`config.mk`:
```
export PLATFORM = sky130hd
export DESIGN_NAME = qrd_device_flat
export DESIGN_NICKNAME = d
export VERILOG_FILES = /design/src/rtl/qrd_pkg.sv /design/src/rtl/qrd_if.sv /design/src/rtl/qrd_device.sv /design/src/flat_wrapper.sv
export VERILOG_INCLUDE_DIRS = /design/src /design/src/rtl
export SDC_FILE = /design/constraint.sdc
export NUM_CORES = 1
export LEC_CHECK = 0
export ABC_AREA = 0
export BUFFER_PORTS_ARGS = -buffer_cell sky130_fd_sc_hd__buf_2
export CORE_MARGIN = 2
export CORE_UTILIZATION = 35
export DETAILED_ROUTE_END_ITERATION = 6
export PLACE_DENSITY_LB_ADDON = 0.05
export SYNTH_ARGS = -nofsm -noshare
export SYNTH_HDL_FRONTEND = slang
export SYNTH_SLANG_ARGS = --single-unit
```
`constraint.sdc`:
```
create_clock -name clk -period 4 [get_ports clk]
set_input_delay 0.8 -clock clk [delete_from_list [all_inputs] [get_ports clk]]
set_output_delay 0.8 -clock clk [all_outputs]
set_load 0.1 [all_outputs]
```
`src/rtl/qrd_params.svh`:
```
// Notes on behaviour
// select low: error address bits 23:0 returned
// select high: error address bits 47:24 returned
// opcode 60h is the queued read
// read sectors from media, send to host
// uncorrectable error stops at failing sector
// count built from feature current and previous
// host tag in bits 7-3, unique
// host keeps tag within reported queue depth
// rebuild bit ignored when feature unsupported
// rebuild bit ignored when feature disabled
// supported and enabled: rebuild processing applies
// priority in bits 7-6; high served first
// completion status and error bytes reported
`ifndef QRD_PARAMS_SVH
`define QRD_PARAMS_SVH

`define QRD_OP_READ_QUEUED 8'h60
`define QRD_DEV_HEAD       8'h40
`define QRD_PRIORITY_NORMAL 2'h0
`define QRD_PRIORITY_ISOCH  2'h1
`define QRD_PRIORITY_HIGH   2'h2
`define QRD_TAG_LSB         3
`define QRD_REBUILD_BIT     0
`define QRD_PRIORITY_LSB    6
`define QRD_ERR_CRC         7
`define QRD_ERR_UNCORR      6
`define QRD_ERR_NOT_FOUND   4
`define QRD_ERR_ABORTED     2
`define QRD_ST_RDY         6
`define QRD_ST_DSC         4
`define QRD_ST_ERR         0
`define QRD_FULL_COUNT     17'h10000
`define QRD_SLOTS          2

`define QRD_REG_CTRL       8'h00
`define QRD_REG_COUNT      8'h04
`define QRD_REG_LBA_LO     8'h08
`define QRD_REG_LBA_HI     8'h0C
`define QRD_REG_OPTS       8'h10
`define QRD_REG_STATUS     8'h14
`define QRD_REG_FAIL_LO    8'h18
`define QRD_REG_FAIL_HI    8'h1C
`define QRD_REG_SECTORS    8'h20
`define QRD_CTRL_GO        0
`define QRD_CTRL_CLR       1
`define QRD_OPTS_RESET     32'h0000_6000

`endif

```
`src/rtl/qrd_pkg.sv`:
```
package qrd_pkg;
	typedef enum logic [1:0] {
		QRD_D_IDLE,
		QRD_D_READ,
		QRD_D_SEND,
		QRD_D_DONE
	} qrd_dev_state_t;

	typedef enum logic [2:0] {
		QRD_H_IDLE,
		QRD_H_ISSUE,
		QRD_H_WAIT,
		QRD_H_READBACK,
		QRD_H_FIN
	} qrd_host_state_t;
endpackage : qrd_pkg

```
`src/rtl/qrd_if.sv`:
```
interface qrd_if;
	logic        cmd_valid;
	logic        cmd_ready;
	logic [7:0]  opcode;
	logic [7:0]  feat_cur;
	logic [7:0]  feat_prev;
	logic [7:0]  cnt_cur;
	logic [7:0]  cnt_prev;
	logic [23:0] lba_cur;
	logic [23:0] lba_prev;
	logic [7:0]  dev_head;
	logic        high_order_byte_select;
	logic        xfer_valid;
	logic        xfer_ready;
	logic [47:0] xfer_lba;
	logic [4:0]  xfer_tag;
	logic        done_valid;
	logic [4:0]  done_tag;
	logic [7:0]  status;
	logic [7:0]  error;
	logic [7:0]  sn_out;
	logic [7:0]  cl_out;
	logic [7:0]  ch_out;

	modport host (
		output cmd_valid, opcode, feat_cur, feat_prev, cnt_cur, cnt_prev,
		output lba_cur, lba_prev, dev_head, high_order_byte_select,
		output xfer_ready,
		input  cmd_ready, xfer_valid, xfer_lba, xfer_tag, done_valid,
		input  done_tag, status, error, sn_out, cl_out, ch_out
	);
	modport device (
		input  cmd_valid, opcode, feat_cur, feat_prev, cnt_cur, cnt_prev,
		input  lba_cur, lba_prev, dev_head, high_order_byte_select,
		input  xfer_ready,
		output cmd_ready, xfer_valid, xfer_lba, xfer_tag, done_valid,
		output done_tag, status, error, sn_out, cl_out, ch_out
	);
endinterface : qrd_if

```
`src/rtl/qrd_device.sv`:
```
// The address map and register access over APB were decided locally.
`include "qrd_params.svh"

module qrd_device (
	input  wire logic        clk,
	input  wire logic        rst_b,
	qrd_if.device            link,
	input  wire logic        ra_supported,
	input  wire logic        ra_enabled,
	output logic             media_req,
	output logic [47:0]      media_lba,
	output logic             media_rebuild,
	input  wire logic        media_ack,
	input  wire logic        media_uncorr,
	input  wire logic        media_idnf,
	input  wire logic        crc_err,
	output logic             busy
);
	localparam int NS = `QRD_SLOTS;

	qrd_pkg::qrd_dev_state_t state;

	logic        s_valid [NS];
	logic        s_ok    [NS];
	logic        s_rebuild [NS];
	logic [4:0]  s_tag   [NS];
	logic [1:0]  s_priority [NS];
	logic [16:0] s_cnt   [NS];
	logic [47:0] s_lba   [NS];

	logic        a_ok;
	logic        a_rebuild;
	logic [4:0]  a_tag;
	logic [16:0] a_rem;
	logic [47:0] a_lba;
	logic [47:0] rep_lba;
	logic [7:0]  err;

	logic        accept;
	logic        take;
	logic        fill;
	logic        pick;
	logic [15:0] req_cnt;
	logic [16:0] req_len;
	logic        next_full;
	logic        any_valid;

	assign accept    = link.cmd_valid && link.cmd_ready;
	assign fill      = s_valid[0];
	assign any_valid = s_valid[0] || s_valid[1];
	assign take      = (state == qrd_pkg::QRD_D_IDLE) && any_valid;
	// high priority entry overtakes an older non-high one
	assign pick      = s_valid[1] && (!s_valid[0] ||
		(s_priority[1] == `QRD_PRIORITY_HIGH &&
		s_priority[0] != `QRD_PRIORITY_HIGH));
	assign req_cnt   = {link.feat_prev, link.feat_cur};
	assign req_len   = (req_cnt == 16'h0000) ? `QRD_FULL_COUNT
		: {1'b0, req_cnt};

	generate
		for (genvar i = 0; i < NS; i++) begin : g_slot
			always_ff @(posedge clk or negedge rst_b) begin
				if (!rst_b) begin
					s_valid[i] <= 1'b0;
					s_ok[i]    <= 1'b0;
					s_rebuild[i] <= 1'b0;
					s_tag[i]   <= 5'h00;
					s_priority[i] <= 2'h0;
					s_cnt[i]   <= 17'h00000;
					s_lba[i]   <= 48'h0000_0000_0000;
				end else if (take && pick == 1'(i)) begin
					s_valid[i] <= 1'b0;
				end else if (accept && fill == 1'(i)) begin
					s_valid[i] <= 1'b1;
					s_ok[i]    <= link.opcode == `QRD_OP_READ_QUEUED;
					s_rebuild[i] <= link.cnt_cur[`QRD_REBUILD_BIT];
					s_tag[i]   <= link.cnt_cur[7:`QRD_TAG_LSB];
					s_priority[i] <=
						link.cnt_prev[7:`QRD_PRIORITY_LSB];
					s_cnt[i]   <= req_len;
					s_lba[i]   <= {link.lba_prev, link.lba_cur};
				end
			end
		end
	endgenerate

	// free slot count seen by the host one cycle late, so count ahead
	always_comb begin
		next_full = s_valid[0] && s_valid[1];
		if (accept) begin
			next_full = any_valid;
		end
		if (take) begin
			next_full = 1'b0;
		end
	end

	always_ff @(posedge clk or negedge rst_b) begin
		if (!rst_b) begin
			link.cmd_ready <= 1'b0;
			busy           <= 1'b0;
		end else begin
			link.cmd_ready <= !next_full;
			busy           <= any_valid || state != qrd_pkg::QRD_D_IDLE;
		end
	end

	always_ff @(posedge clk or negedge rst_b) begin
		if (!rst_b) begin
			state           <= qrd_pkg::QRD_D_IDLE;
			a_ok            <= 1'b0;
			a_rebuild       <= 1'b0;
			a_tag           <= 5'h00;
			a_rem           <= 17'h00000;
			a_lba           <= 48'h0000_0000_0000;
			err             <= 8'h00;
			media_req       <= 1'b0;
			link.xfer_valid <= 1'b0;
		end else begin
			case (state)
				qrd_pkg::QRD_D_IDLE: begin
					if (take) begin
						a_ok   <= s_ok[pick];
						a_tag  <= s_tag[pick];
						a_rem  <= s_cnt[pick];
						a_lba  <= s_lba[pick];
						// rebuild bit only honoured when usable
						a_rebuild <= s_rebuild[pick] && ra_supported
							&& ra_enabled; // see R9 see R10
						err    <= 8'h00;
						if (s_ok[pick]) begin
							state     <= qrd_pkg::QRD_D_READ;
							media_req <= 1'b1;
						end else begin
							err[`QRD_ERR_ABORTED] <= 1'b1; // see R3
							state             <= qrd_pkg::QRD_D_DONE;
						end
					end
				end
				qrd_pkg::QRD_D_READ: begin
					if (media_ack) begin
						media_req <= 1'b0;
						if (media_uncorr) begin
							err[`QRD_ERR_UNCORR] <= 1'b1; // see R5
							state             <= qrd_pkg::QRD_D_DONE;
						end else if (media_idnf) begin
							err[`QRD_ERR_NOT_FOUND] <= 1'b1;
							state             <= qrd_pkg::QRD_D_DONE;
						end else begin
							link.xfer_valid <= 1'b1;
							state           <= qrd_pkg::QRD_D_SEND;
						end
					end
				end
				qrd_pkg::QRD_D_SEND: begin
					if (link.xfer_ready) begin
						link.xfer_valid <= 1'b0;
						if (crc_err) begin
							err[`QRD_ERR_CRC] <= 1'b1;
							state             <= qrd_pkg::QRD_D_DONE;
						end else if (a_rem == 17'h00001) begin
							state <= qrd_pkg::QRD_D_DONE;
						end else begin
							a_rem     <= a_rem - 17'h00001;
							a_lba     <= a_lba + 48'h0000_0000_0001;
							media_req <= 1'b1;
							state     <= qrd_pkg::QRD_D_READ;
						end
					end
				end
				qrd_pkg::QRD_D_DONE: begin
					state <= qrd_pkg::QRD_D_IDLE;
				end
				default: begin
					state <= qrd_pkg::QRD_D_IDLE;
				end
			endcase
		end
	end

	always_ff @(posedge clk or negedge rst_b) begin
		if (!rst_b) begin
			media_lba  <= 48'h0000_0000_0000;
			media_rebuild <= 1'b0;
		end else begin
			media_lba     <= a_lba;
			media_rebuild <= a_rebuild && a_ok;
		end
	end

	always_ff @(posedge clk or negedge rst_b) begin
		if (!rst_b) begin
			link.xfer_lba <= 48'h0000_0000_0000;
			link.xfer_tag <= 5'h00;
		end else begin
			link.xfer_lba <= a_lba;
			link.xfer_tag <= a_tag;
		end
	end

	// busy, fault and corrected always clear on completion
	always_ff @(posedge clk or negedge rst_b) begin
		if (!rst_b) begin
			link.done_valid <= 1'b0;
			link.done_tag   <= 5'h00;
			link.status     <= 8'h00;
			link.error      <= 8'h00;
			rep_lba         <= 48'h0000_0000_0000;
		end else begin
			link.done_valid <= state == qrd_pkg::QRD_D_DONE;
			if (state == qrd_pkg::QRD_D_DONE) begin
				link.done_tag <= a_tag;
				link.error    <= err;
				link.status   <= 8'h00;
				link.status[`QRD_ST_RDY] <= 1'b1;
				link.status[`QRD_ST_DSC] <= 1'b1;
				link.status[`QRD_ST_ERR] <= |err;
				rep_lba       <= a_lba;
			end
		end
	end

	always_ff @(posedge clk or negedge rst_b) begin
		if (!rst_b) begin
			link.sn_out <= 8'h00;
			link.cl_out <= 8'h00;
			link.ch_out <= 8'h00;
		end else if (link.high_order_byte_select) begin
			link.sn_out <= rep_lba[31:24];
			link.cl_out <= rep_lba[39:32];
			link.ch_out <= rep_lba[47:40];
		end else begin
			link.sn_out <= rep_lba[7:0];
			link.cl_out <= rep_lba[15:8];
			link.ch_out <= rep_lba[23:16];
		end
	end
endmodule : qrd_device

```
`src/flat_wrapper.sv`:
```
// flat-port wrapper written by rule: the top's interface ports become plain ports
module qrd_device_flat 
  (clk, rst_b, ra_supported, ra_enabled, media_req, media_lba, media_rebuild, media_ack, media_uncorr, media_idnf, crc_err, busy, link_cmd_valid, link_opcode, link_feat_cur, link_feat_prev, link_cnt_cur, link_cnt_prev, link_lba_cur, link_lba_prev, link_dev_head, link_high_order_byte_select, link_xfer_ready, link_cmd_ready, link_xfer_valid, link_xfer_lba, link_xfer_tag, link_done_valid, link_done_tag, link_status, link_error, link_sn_out, link_cl_out, link_ch_out);
  qrd_if link_i ();
  input  wire logic clk;
  input  wire logic rst_b;
  input  wire logic ra_supported;
  input  wire logic ra_enabled;
  output logic media_req;
  output logic [47:0] media_lba;
  output logic media_rebuild;
  input  wire logic media_ack;
  input  wire logic media_uncorr;
  input  wire logic media_idnf;
  input  wire logic crc_err;
  output logic busy;
  input wire logic [$bits(link_i.cmd_valid)-1:0] link_cmd_valid;
  input wire logic [$bits(link_i.opcode)-1:0] link_opcode;
  input wire logic [$bits(link_i.feat_cur)-1:0] link_feat_cur;
  input wire logic [$bits(link_i.feat_prev)-1:0] link_feat_prev;
  input wire logic [$bits(link_i.cnt_cur)-1:0] link_cnt_cur;
  input wire logic [$bits(link_i.cnt_prev)-1:0] link_cnt_prev;
  input wire logic [$bits(link_i.lba_cur)-1:0] link_lba_cur;
  input wire logic [$bits(link_i.lba_prev)-1:0] link_lba_prev;
  input wire logic [$bits(link_i.dev_head)-1:0] link_dev_head;
  input wire logic [$bits(link_i.high_order_byte_select)-1:0] link_high_order_byte_select;
  input wire logic [$bits(link_i.xfer_ready)-1:0] link_xfer_ready;
  output wire logic [$bits(link_i.cmd_ready)-1:0] link_cmd_ready;
  output wire logic [$bits(link_i.xfer_valid)-1:0] link_xfer_valid;
  output wire logic [$bits(link_i.xfer_lba)-1:0] link_xfer_lba;
  output wire logic [$bits(link_i.xfer_tag)-1:0] link_xfer_tag;
  output wire logic [$bits(link_i.done_valid)-1:0] link_done_valid;
  output wire logic [$bits(link_i.done_tag)-1:0] link_done_tag;
  output wire logic [$bits(link_i.status)-1:0] link_status;
  output wire logic [$bits(link_i.error)-1:0] link_error;
  output wire logic [$bits(link_i.sn_out)-1:0] link_sn_out;
  output wire logic [$bits(link_i.cl_out)-1:0] link_cl_out;
  output wire logic [$bits(link_i.ch_out)-1:0] link_ch_out;
  assign link_i.cmd_valid = link_cmd_valid;
  assign link_i.opcode = link_opcode;
  assign link_i.feat_cur = link_feat_cur;
  assign link_i.feat_prev = link_feat_prev;
  assign link_i.cnt_cur = link_cnt_cur;
  assign link_i.cnt_prev = link_cnt_prev;
  assign link_i.lba_cur = link_lba_cur;
  assign link_i.lba_prev = link_lba_prev;
  assign link_i.dev_head = link_dev_head;
  assign link_i.high_order_byte_select = link_high_order_byte_select;
  assign link_i.xfer_ready = link_xfer_ready;
  assign link_cmd_ready = link_i.cmd_ready;
  assign link_xfer_valid = link_i.xfer_valid;
  assign link_xfer_lba = link_i.xfer_lba;
  assign link_xfer_tag = link_i.xfer_tag;
  assign link_done_valid = link_i.done_valid;
  assign link_done_tag = link_i.done_tag;
  assign link_status = link_i.status;
  assign link_error = link_i.error;
  assign link_sn_out = link_i.sn_out;
  assign link_cl_out = link_i.cl_out;
  assign link_ch_out = link_i.ch_out;
  qrd_device u_core (.clk(clk), .rst_b(rst_b), .link(link_i), .ra_supported(ra_supported), .ra_enabled(ra_enabled), .media_req(media_req), .media_lba(media_lba), .media_rebuild(media_rebuild), .media_ack(media_ack), .media_uncorr(media_uncorr), .media_idnf(media_idnf), .crc_err(crc_err), .busy(busy));
endmodule
```
==> results.md, run 1 <==
* Vias per Instance at 5.207
* Register area share after synthesis at 56.33%
* HPWL after DPL at 32330 µm
* Cts bufs inserted at between 40 and 50
* Starting Density at 35.38%
* Layout Cells excl Fill at approximately 2200
* Aggregate routed wire length at 46860 µm
* Clock slew at reported path FFs at about 60 ps
* GRT Overall Usage at about a fifth
* Distinct cells, synth at around 70
* Final nets at 1672
* Startpoint types: flip-flop
* Die height at 220.7 µm
* Vias at 11450
* WHS at 208.6 ps
* Crit path max-delay family: simple AND/OR/NAND/NOR gates
* Global-route wire length before repair at 71530 µm
* Core area at 46460 µm²
* Row count at 79
* Iteration-0 DRC count of the detailed router at 708
* CTS sink count at 370
* Crit-path most repeated cell: buf_4
* Unrepaired setup endpoints after global routing: false
* Routability cong. at 0.8493
* Async SR Flop Fraction at 100.0%
* Post-CTS Hold Fix Bufs at 0
* Cells after synthesis at 1374
* Fraction of the cycle the final worst path needs at 76.02%
* Worst-Margin Slew at 1134 ps
* ANT nets after route at 0
* Number of synthesized flops with an enable pin at 0
* Cell chain of the critical path: inv_1 -> ha_1 -> nor3b_1 -> a211oi_2 -> buf_4 -> nand2_1 -> buf_4 -> o21ai_0 -> or3b_1
* Clk root buf: clkbuf_16
* Clock Path Buffers at 3
* Crit-path max FO at 18
* Most common flop cell mapped by yosys: dfrtp_1
* Area Growth Syn to Fin at 19.27%
* Port bufs at 233
* Placed cells at about 2100
* Grt total ovfl at 0
* WP data required at 4450 ps
* Hold crit path type: primary input to async pin
* Status: complete, no violations
* CP Capture Type: flip-flop
* Setup TNS Final at 0 ps
* Die width at 220.7 µm
* IO Pins at 259
* DRC viols at 0
* Worst relative slew slack at 24.23%
* CTS resizes at 0
* Fmax at 328.9 MHz
* Largest net degree at the start of global routing at between 90 and 100
* WP data arrival at 3490 ps
* Final min period at 3041 ps
* Final Max Slew Viols at 0
* Commonest non-fill, non-tap cell in the layout: dfrtp_1
* Synth Register Bits at 370
* Final hold viol count at 0
* Worst Setup Slack, final at around 960 ps
* Pre-CTS setup slack at between 900 and 1000 ps
* Post-CTS setup repair buffer count at 0
* Most frequent cells in the layout: 370 x dfrtp_1, 251 x mux2_2, 232 x buf_2
* Worst path bufs/invs at 3
* Worst Setup SP: u_core.state[0]
* TritonCTS clock tree: yes
* Setup violators final at 0
* Setup CP Type: flip-flop to flip-flop
* Synth warn at 0
* Max Cap Viol at 0
* First-pass iteration count of the detailed router at 5
* WL per Instance at 21.32 µm
* Die ar. at 48710 µm²
* Largest stage delay on the critical path at between 900 and 1000 ps
* Worst path slowest cell: nor3b_1
* Vias in the first global route at 11540
* H-tree levels at 2
* Cell Area, Synth at ~16000 µm²
* Worst skew pair latency at 570 ps
* R2r startpoint: u_core.state[0]
* Initial antenna violation count at 2
* Avg Cell Area, Syn at about 12 µm²
* Clock Skew at 13.86 ps
* Share of layout cells above drive strength 1 at 38.30%
## area by class of cell
type	count	area, µm²
Fill cell	4509	26850
Sequential cell	370	9259
Multi-Input combinational cell	856	6417
Timing Repair Buffer	265	1491
Clock buffer	60	1292
Tap cell	607	759.5
Clock inverter	19	307.8
Inverter	20	75.07
Antenna cell	1	2.502
## metrics by stage
step           area (µm²)  util, %
3_5_place_dp        18000    38.75
6_report            19610    42.20
5_1_grt             19610    42.20
4_1_cts             19600    42.20
3_3_place_gp        18000    38.75
2_1_floorplan       16470        -
## kinds of logic (layout without fill, tap and decap cells)
group	Yosys count	after routing	synth area share, %
AO/OA/AOI/OAI	199	199	8.031
adder cells (fa/ha/maj)	8	8	0.6090
buffers and inverters	156	364	5.047
flip-flops	370	370	56.33
multiplexers	278	278	18.84
other	1	10	0.02281
AND/OR/NAND/NOR	362	362	11.12
## worst paths after layout
kind                                      endpoint  cells past startpoint  slack [ps]
max                               u_core.a_lba[41]                      9         960
min                         u_core.link.done_valid                      1         210
max reg2reg                       u_core.a_lba[41]                      9         960
min reg2reg                u_core.link.xfer_tag[4]                      0         390
max in group asynchronous         u_core.s_lba[55]                      2        2760
min in group clk           u_core.link.xfer_tag[4]                      0         390
## synthesized netlist by cell type, drive strengths merged (11+ instances only)
cell | instances | area (µm²)
and3 | 23 | 143.9
and4 | 11 | 96.34
o22ai | 17 | 106.4
nand4 | 26 | 168.9
nand2 | 131 | 491.7
o21ai | 36 | 183.9
nor2 | 54 | 202.7
a21oi | 50 | 250.2
nand3 | 29 | 150.1
nor4 | 20 | 137.6
inv | 20 | 75.07
mux2 | 251 | 2826
nor3 | 32 | 170.2
clkbuf | 57 | 215.2
a311oi | 13 | 113.9
a211oi | 14 | 105.1
buf | 79 | 539.3
dfrtp | 370 | 9259
mux2i | 27 | 270.3
## registers in the layout (all words and copies together) (netlist names), 8 cells and up
signal,count
u_core.a_lba,48
u_core.a_rem,17
u_core.link.ch_out,8
u_core.link.cl_out,8
u_core.link.sn_out,8
u_core.media_lba,48
u_core.rep_lba,48
u_core.s_cnt,34
u_core.s_lba,96
u_core.s_tag,10
## routing by layer
| layer | track usage [%] | routed length (µm) |
|---|---|---|
| met1 | 27.42 | 21780 |
| met2 | 30.85 | 21920 |
| met3 | 3.629 | 2126 |
| met4 | 5.311 | 1018 |
| met5 | 0 | 13 |
Power of run 1 is not shown: default switching activity piles up to over one toggle a cycle in this logic, so the estimate is an artifact.
==> run 2: changes to the inputs <==
Settings changed: ABC_AREA 0 to 1.
Clock period 4 ns to 2.6 ns, I/O delays scaled along.
==> run 2 against run 1 <==
Net effect:
- area after synthesis up 4.6%
- critical endpoint is now u_core.a_rem[10]
- sequential share of layout area fell by 1.6 points
- clock skew is 4.8 ps lower
- critical path type unchanged
- global-route usage up 0.66 points
- setup slack got worse by 620 ps
- cell count increased by 36%
- via count is 24% higher
- die area rose by 4.5%
- non-clock buffer count up 1
- sequential cell count unchanged
==> results.md, run 2 <==
* Row count at 81 (+2.5%)
* Worst relative slew slack at 49.55% (+25 points)
* Register area share after synthesis at 53.86% (-2.5 points)
* First-pass iteration count of the detailed router at 5 (unchanged)
* Vias per Instance at 4.712 (-9.5%)
* Fmax at 441.8 MHz (+34%)
* Clock Skew at 9.078 ps (-4.782 ps)
* Largest register FFs at 96 (unchanged)
* Starting Density at 35.27% (-0.12 points)
* HPWL after DPL at 34590 µm (+7.0%)
* Largest Register: u_core.s_lba
* Synth area leader: dfrtp_1
* Vias at 14140 (+24%)
* Cells after synthesis at 2143 (+56%)
* IO Pins at 259 (unchanged)
* DRC viols at 0 (unchanged)
* Routability cong. at 0.8236 (-3.0%)
* Vias in the first global route at 13500 (+17%)
* Initial antenna violation count at 6 (+4)
* Crit-path max FO at 74 (+56)
* Max Cap Viol at 0 (unchanged)
* Setup CP Type: flip-flop to flip-flop
* ANT nets after route at 0 (unchanged)
* Top cells by count, synth: 699 x nand2_1, 370 x dfrtp_1, 263 x o21ai_0
* Die width at 225.6 µm (+2.2%)
* Worst-Margin Slew at 756.7 ps (-377.3 ps)
* Grt total ovfl at 0 (unchanged)
* Distinct cells, synth at 42 (-41%)
* Clock Path Buffers at 3 (unchanged)
* Synth warn at 0 (unchanged)
* Cell Area, Synth at 17190 µm² (+4.6%)
* WP data required at 3020 ps (-1430 ps)
* Die ar. at 50910 µm² (+4.5%)
* Final hold viol count at 0 (unchanged)
* Aggregate routed wire length at 50370 µm (+7.5%)
* GRT Overall Usage at 20.16% (+0.66 points)
* Avg Cell Area, Syn at 8.022 µm² (-33%)
* Setup violators final at 0 (unchanged)
* Startpoint types: flip-flop
* Unrepaired setup endpoints after global routing: false
* Die height at 225.6 µm (+2.2%)
* Commonest non-fill, non-tap cell in the layout: nand2_1
* CTS sink count at 370 (unchanged)
* Largest cells by area after synthesis: dfrtp_1 54%, nand2_1 15%, o21ai_0 7.7%
* Hold crit path type: primary input to flip-flop
* Final Max Slew Viols at 0 (unchanged)
* Most common flop cell mapped by yosys: dfrtp_1
* WL per Instance at 16.79 µm (-21%)
* WHS at 174.6 ps (-33.99 ps)
* Iteration-0 DRC count of the detailed router at 921 (+30%)
* CP Capture Type: flip-flop
* Final nets at 2422 (+45%)
* Post-synth top area share at 53.86% (-2.5 points)
* TritonCTS clock tree: yes
* Final min period at 2264 ps (-777.0 ps)
* Worst skew pair latency at 560 ps (about the same)
* Largest net degree at the start of global routing at 110 (+20%)
* Core area at 48750 µm² (+4.9%)
* Clock slew at reported path FFs at 60 ps (about the same)
* Synth Register Bits at 370 (unchanged)
* Fraction of the cycle the final worst path needs at 87.06% (+11 points)
* Area Growth Syn to Fin at 17.97%
* Top-count cell post-synth: nand2_1
* Setup TNS Final at 0 ps (unchanged)
* H-tree levels at 2 (unchanged)
* Port bufs at 233 (unchanged)
* Cts bufs inserted at 44 (unchanged)
* Clk root buf: clkbuf_16
* Async SR Flop Fraction at 100.0% (unchanged)
* Status: complete, no violations
* Share of layout cells above drive strength 1 at 16.37% (-22 points)
* Number of synthesized flops with an enable pin at 0 (unchanged)
* Most frequent cells in the layout: 697 x nand2_1, 370 x dfrtp_1, 263 x o21ai_0
* WP data arrival at 2690 ps (-800 ps)
* Global-route wire length before repair at 78800 µm (+10%)
## run 2: cell types whose count changed after synthesis, moves of 14 or more
cell      change
and3_1       -23
nor2_1      +121
nand3_1      +85
nor2_2       +16
o21ai_0     +233
inv_1       +180
nor4_1       -16
nand2_1     +568
nor3_1       -28
mux2i_1      -27
mux2_2      -251
a211oi_1     -14
## run 2: cell families after synthesis
group                      synth area share (%)
AOI/OAI and AO/OA                         10.79
xor gates and xnor gates                 0.3566
adders and majority gates                0.5823
buffers and inverters                     9.738
DFF                                       53.86
other                                   0.02181
and+or+nand+nor                           24.66
## run 2: repair_timing
item / in CTS / in global routing
hold endpoints to repair: 44 / 0
buffers inserted: 0 / 0
gates resized for setup: 0 / 0
hold buffers: 1 / 0
## run 2: routing by layer
metal / global-route usage [%] / wire length (µm) / part of all wire (%) / up-vias
li1: - / - / - / 7032
met1: 28.32 / 23730 / 47 / 6718
met2: 32.24 / 23280 / 46 / 318
met3: 3.760 / 2428 / 4.8 / 60
met4: 4.807 / 877 / 1.7 / 8
met5: 0 / 57 / 0.11 / -
## run 2: cell type report
type | instances | area (µm²)
fill | 5048 | 28470
sequential | 370 | 9259
multi-input combinational | 1420 | 6319
timing repair buffer | 266 | 1652
clock buffer | 53 | 1206
tap | 664 | 830.8
inverter | 205 | 769.5
clock inverter | 20 | 240.2
antenna | 2 | 5.005
## run 2: through the flow
step           worst slack, ps  util (%)  area [µm²]  cells
4_1_cts                  367.7     41.59       20280   2998
5_1_grt                  146.7     41.60       20280   3000
6_report                 336.3     41.60       20280   3000
3_5_place_dp             367.6     38.61       18820   2924
3_3_place_gp             403.5     38.61       18820   2924
2_1_floorplan            479.0         -       17220   2151
## run 2: final timing paths
| path | from | endpoint | slack, ps | depth (start not counted) |
|---|---|---|---|---|
| setup / recovery | u_core.state[0] | u_core.a_rem[10] | 340 | 10 |
| hold / removal | link_lba_cur[0] | u_core.s_lba[0] | 170 | 3 |
| setup reg to reg | u_core.state[0] | u_core.a_rem[10] | 340 | 10 |
| hold reg to reg | u_core.a_tag[1] | u_core.link.xfer_tag[1] | 400 | 0 |
| max in group asynchronous | rst_b | u_core.s_lba[37] | 1290 | 4 |
| min in group asynchronous | rst_b | u_core.link.done_valid | 480 | 2 |
## run 2: critical path: stages, from the launching register on
cell	delay [ps]
dfrtp_1	420
inv_1	150
ha_1	320
inv_1	140
a211oi_2	300
nand2_2	120
inv_2	80
buf_12	300
nand2_1	90
nand2_1	70
o21ai_0	80
Power of run 2 is left out for the same reason.
==> run 3: changes to the inputs <==
==> constraint.sdc (replaced) <==
create_clock -name clk -period 2.6 [get_ports clk]
set_input_delay 0.26 -clock clk [delete_from_list [all_inputs] [get_ports clk]]
set_output_delay 0.26 -clock clk [all_outputs]
set_load 0.1 [all_outputs]
==> run 3 against run 2 <==
Net effect:
- sequential share of layout area fell by 1.7 points
- non-clock buffer count rose by 81
- clock-buffer cell count rose by 11
==> results.md, run 3 (same netlist as run 2, synthesis figures left out) <==
* Vias at 14360 (+1.6%)
* Unrepaired setup endpoints after global routing: false
* Routability cong. at 0.8571 (+4.1%)
* Starting Density at 35.27% (unchanged)
* TritonCTS clock tree: yes
* Vias in the first global route at 13790 (+2.1%)
* Port bufs at 233 (unchanged)
* CTS resizes at 0 (unchanged)
* Worst relative slew slack at 51.05% (+1.5 points)
* Largest stage delay on the critical path at 570 ps (+150 ps)
* Worst-Margin Slew at 734.3 ps (-22.39 ps)
* WP data required at 3060 ps (+40 ps)
* Hold crit path type: primary input to flip-flop
* CTS sink count at 370 (unchanged)
* HPWL after DPL at 35390 µm (+2.3%)
* Crit-path most repeated cell: inv_1
* Placed cells at 2929 (+0.17%)
* Clock Path Buffers at 3 (unchanged)
* Max Cap Viol at 0 (unchanged)
* Setup CP Type: flip-flop to flip-flop
* Largest Register: u_core.s_lba
* Global-route wire length before repair at 80090 µm (+1.6%)
* Worst skew pair latency at 560 ps (about the same)
* Layout Cells excl Fill at 3083 (+2.8%)
* ANT nets after route at 0 (unchanged)
* Core area at 48750 µm² (unchanged)
* Startpoint types: flip-flop
* Commonest non-fill, non-tap cell in the layout: nand2_1
* Fmax at 439.1 MHz (-0.60%)
* H-tree levels at 2 (unchanged)
* # diodes at 0 (-2)
* IO Pins at 259 (unchanged)
* CP Capture Type: flip-flop
* Final min period at 2277 ps (+13.69 ps)
* Status: complete, no violations
* WHS at 19.97 ps (-154.7 ps)
* Setup TNS Final at 0 ps (unchanged)
* Largest register FFs at 96 (unchanged)
* Setup violators final at 0 (unchanged)
* Area Growth Syn to Fin at 22.66%
* Initial antenna violation count at 2 (-4)
* GRT Overall Usage at 20.44% (+0.28 points)
* Grt total ovfl at 0 (unchanged)
* Fraction of the cycle the final worst path needs at 87.59% (+0.53 points)
* Most frequent cells in the layout: 697 x nand2_1, 370 x dfrtp_1, 263 x o21ai_0
* Largest net degree at the start of global routing at 80 (-27%)
* WL per Instance at 16.59 µm (-1.2%)
* Final nets at 2502 (+3.3%)
* Post-CTS setup repair buffer count at 0 (unchanged)
* Clk root buf: clkbuf_16
* Crit-path max FO at 10 (-86%)
* WP data arrival at 2740 ps (+50 ps)
* Final hold viol count at 0 (unchanged)
* Row count at 81 (unchanged)
* First-pass iteration count of the detailed router at 5 (unchanged)
* Die height at 225.6 µm (unchanged)
* Worst path slowest cell: dlygate4sd3_1
* Iteration-0 DRC count of the detailed router at 1166 (+27%)
* DRC viols at 0 (unchanged)
* Share of layout cells above drive strength 1 at 16.12% (-0.24 points)
* Die width at 225.6 µm (unchanged)
* Aggregate routed wire length at 51150 µm (+1.5%)
* Final Max Slew Viols at 0 (unchanged)
* Cell chain of the critical path: inv_1 -> ha_1 -> inv_1 -> nor2_1 -> buf_4 -> nand3_1 -> dlygate4sd3_1 -> o31ai_1
* Post-CTS Hold Fix Bufs at 77 (+76)
* Vias per Instance at 4.657 (-1.2%)
* Clock slew at reported path FFs at 60 ps (about the same)
* Clock Skew at 18.94 ps (+9.867 ps)
* Cts bufs inserted at 43 (-2.3%)
* Die ar. at 50910 µm² (unchanged)
==> run 3: worst paths after layout <==
check                            startpoint                      end  slack, ps  depth (start not counted)
max in group asynchronous             rst_b    u_core.link.ch_out[5]       1510                          3
min reg2reg                 u_core.a_tag[0]  u_core.link.xfer_tag[0]        410                          0
max reg2reg                 u_core.state[0]         u_core.a_rebuild        320                          8
min in group asynchronous             rst_b   u_core.link.done_valid        220                          2
max                         u_core.state[0]         u_core.a_rebuild        320                          8
min                        link_lba_prev[5]         u_core.s_lba[77]         20                          3
==> run 3: layout make-up <==
| cell class | instances | area [µm²] |
|---|---|---|
| well taps | 664 | 830.8 |
| repair buffers | 347 | 2387 |
| inverters | 205 | 769.5 |
| multi-input cells | 1420 | 6319 |
| clock inverters | 13 | 173.9 |
| clock buffers | 64 | 1348 |
| flip-flops and latches | 370 | 9259 |
| fillers | 4970 | 27660 |
==> run 3: critical path: cells and delay by family, from the launching register on <==
kind            cells  cell delay (ps)
buf+inv             4             1040
flops               1              420
simple gates        2              310
compound gates      1              230
fa+ha+maj           1              180
==> run 3: per-stage QoR <==
step	utilization (%)	setup slack (ps)	instance area, µm²
CTS	43.26	313.1	21090
global placement	38.55	489.6	18790
global route	43.26	155.5	21090
detailed placement	38.55	432.7	18790
floorplan	-	479.0	17220
finish	43.26	322.7	21090
==> run 3: layer usage <==
metal	share of wire (%)	routed length, µm	track usage [%]	vias up
li1	-	-	-	7186
met2	46	23570	32.61	310
met4	2.7	1360	6.430	4
met3	4.3	2186	2.992	75
met1	47	24010	28.69	6783
met5	0.041	21	0	-
Power of run 3 is left out for the same reason.
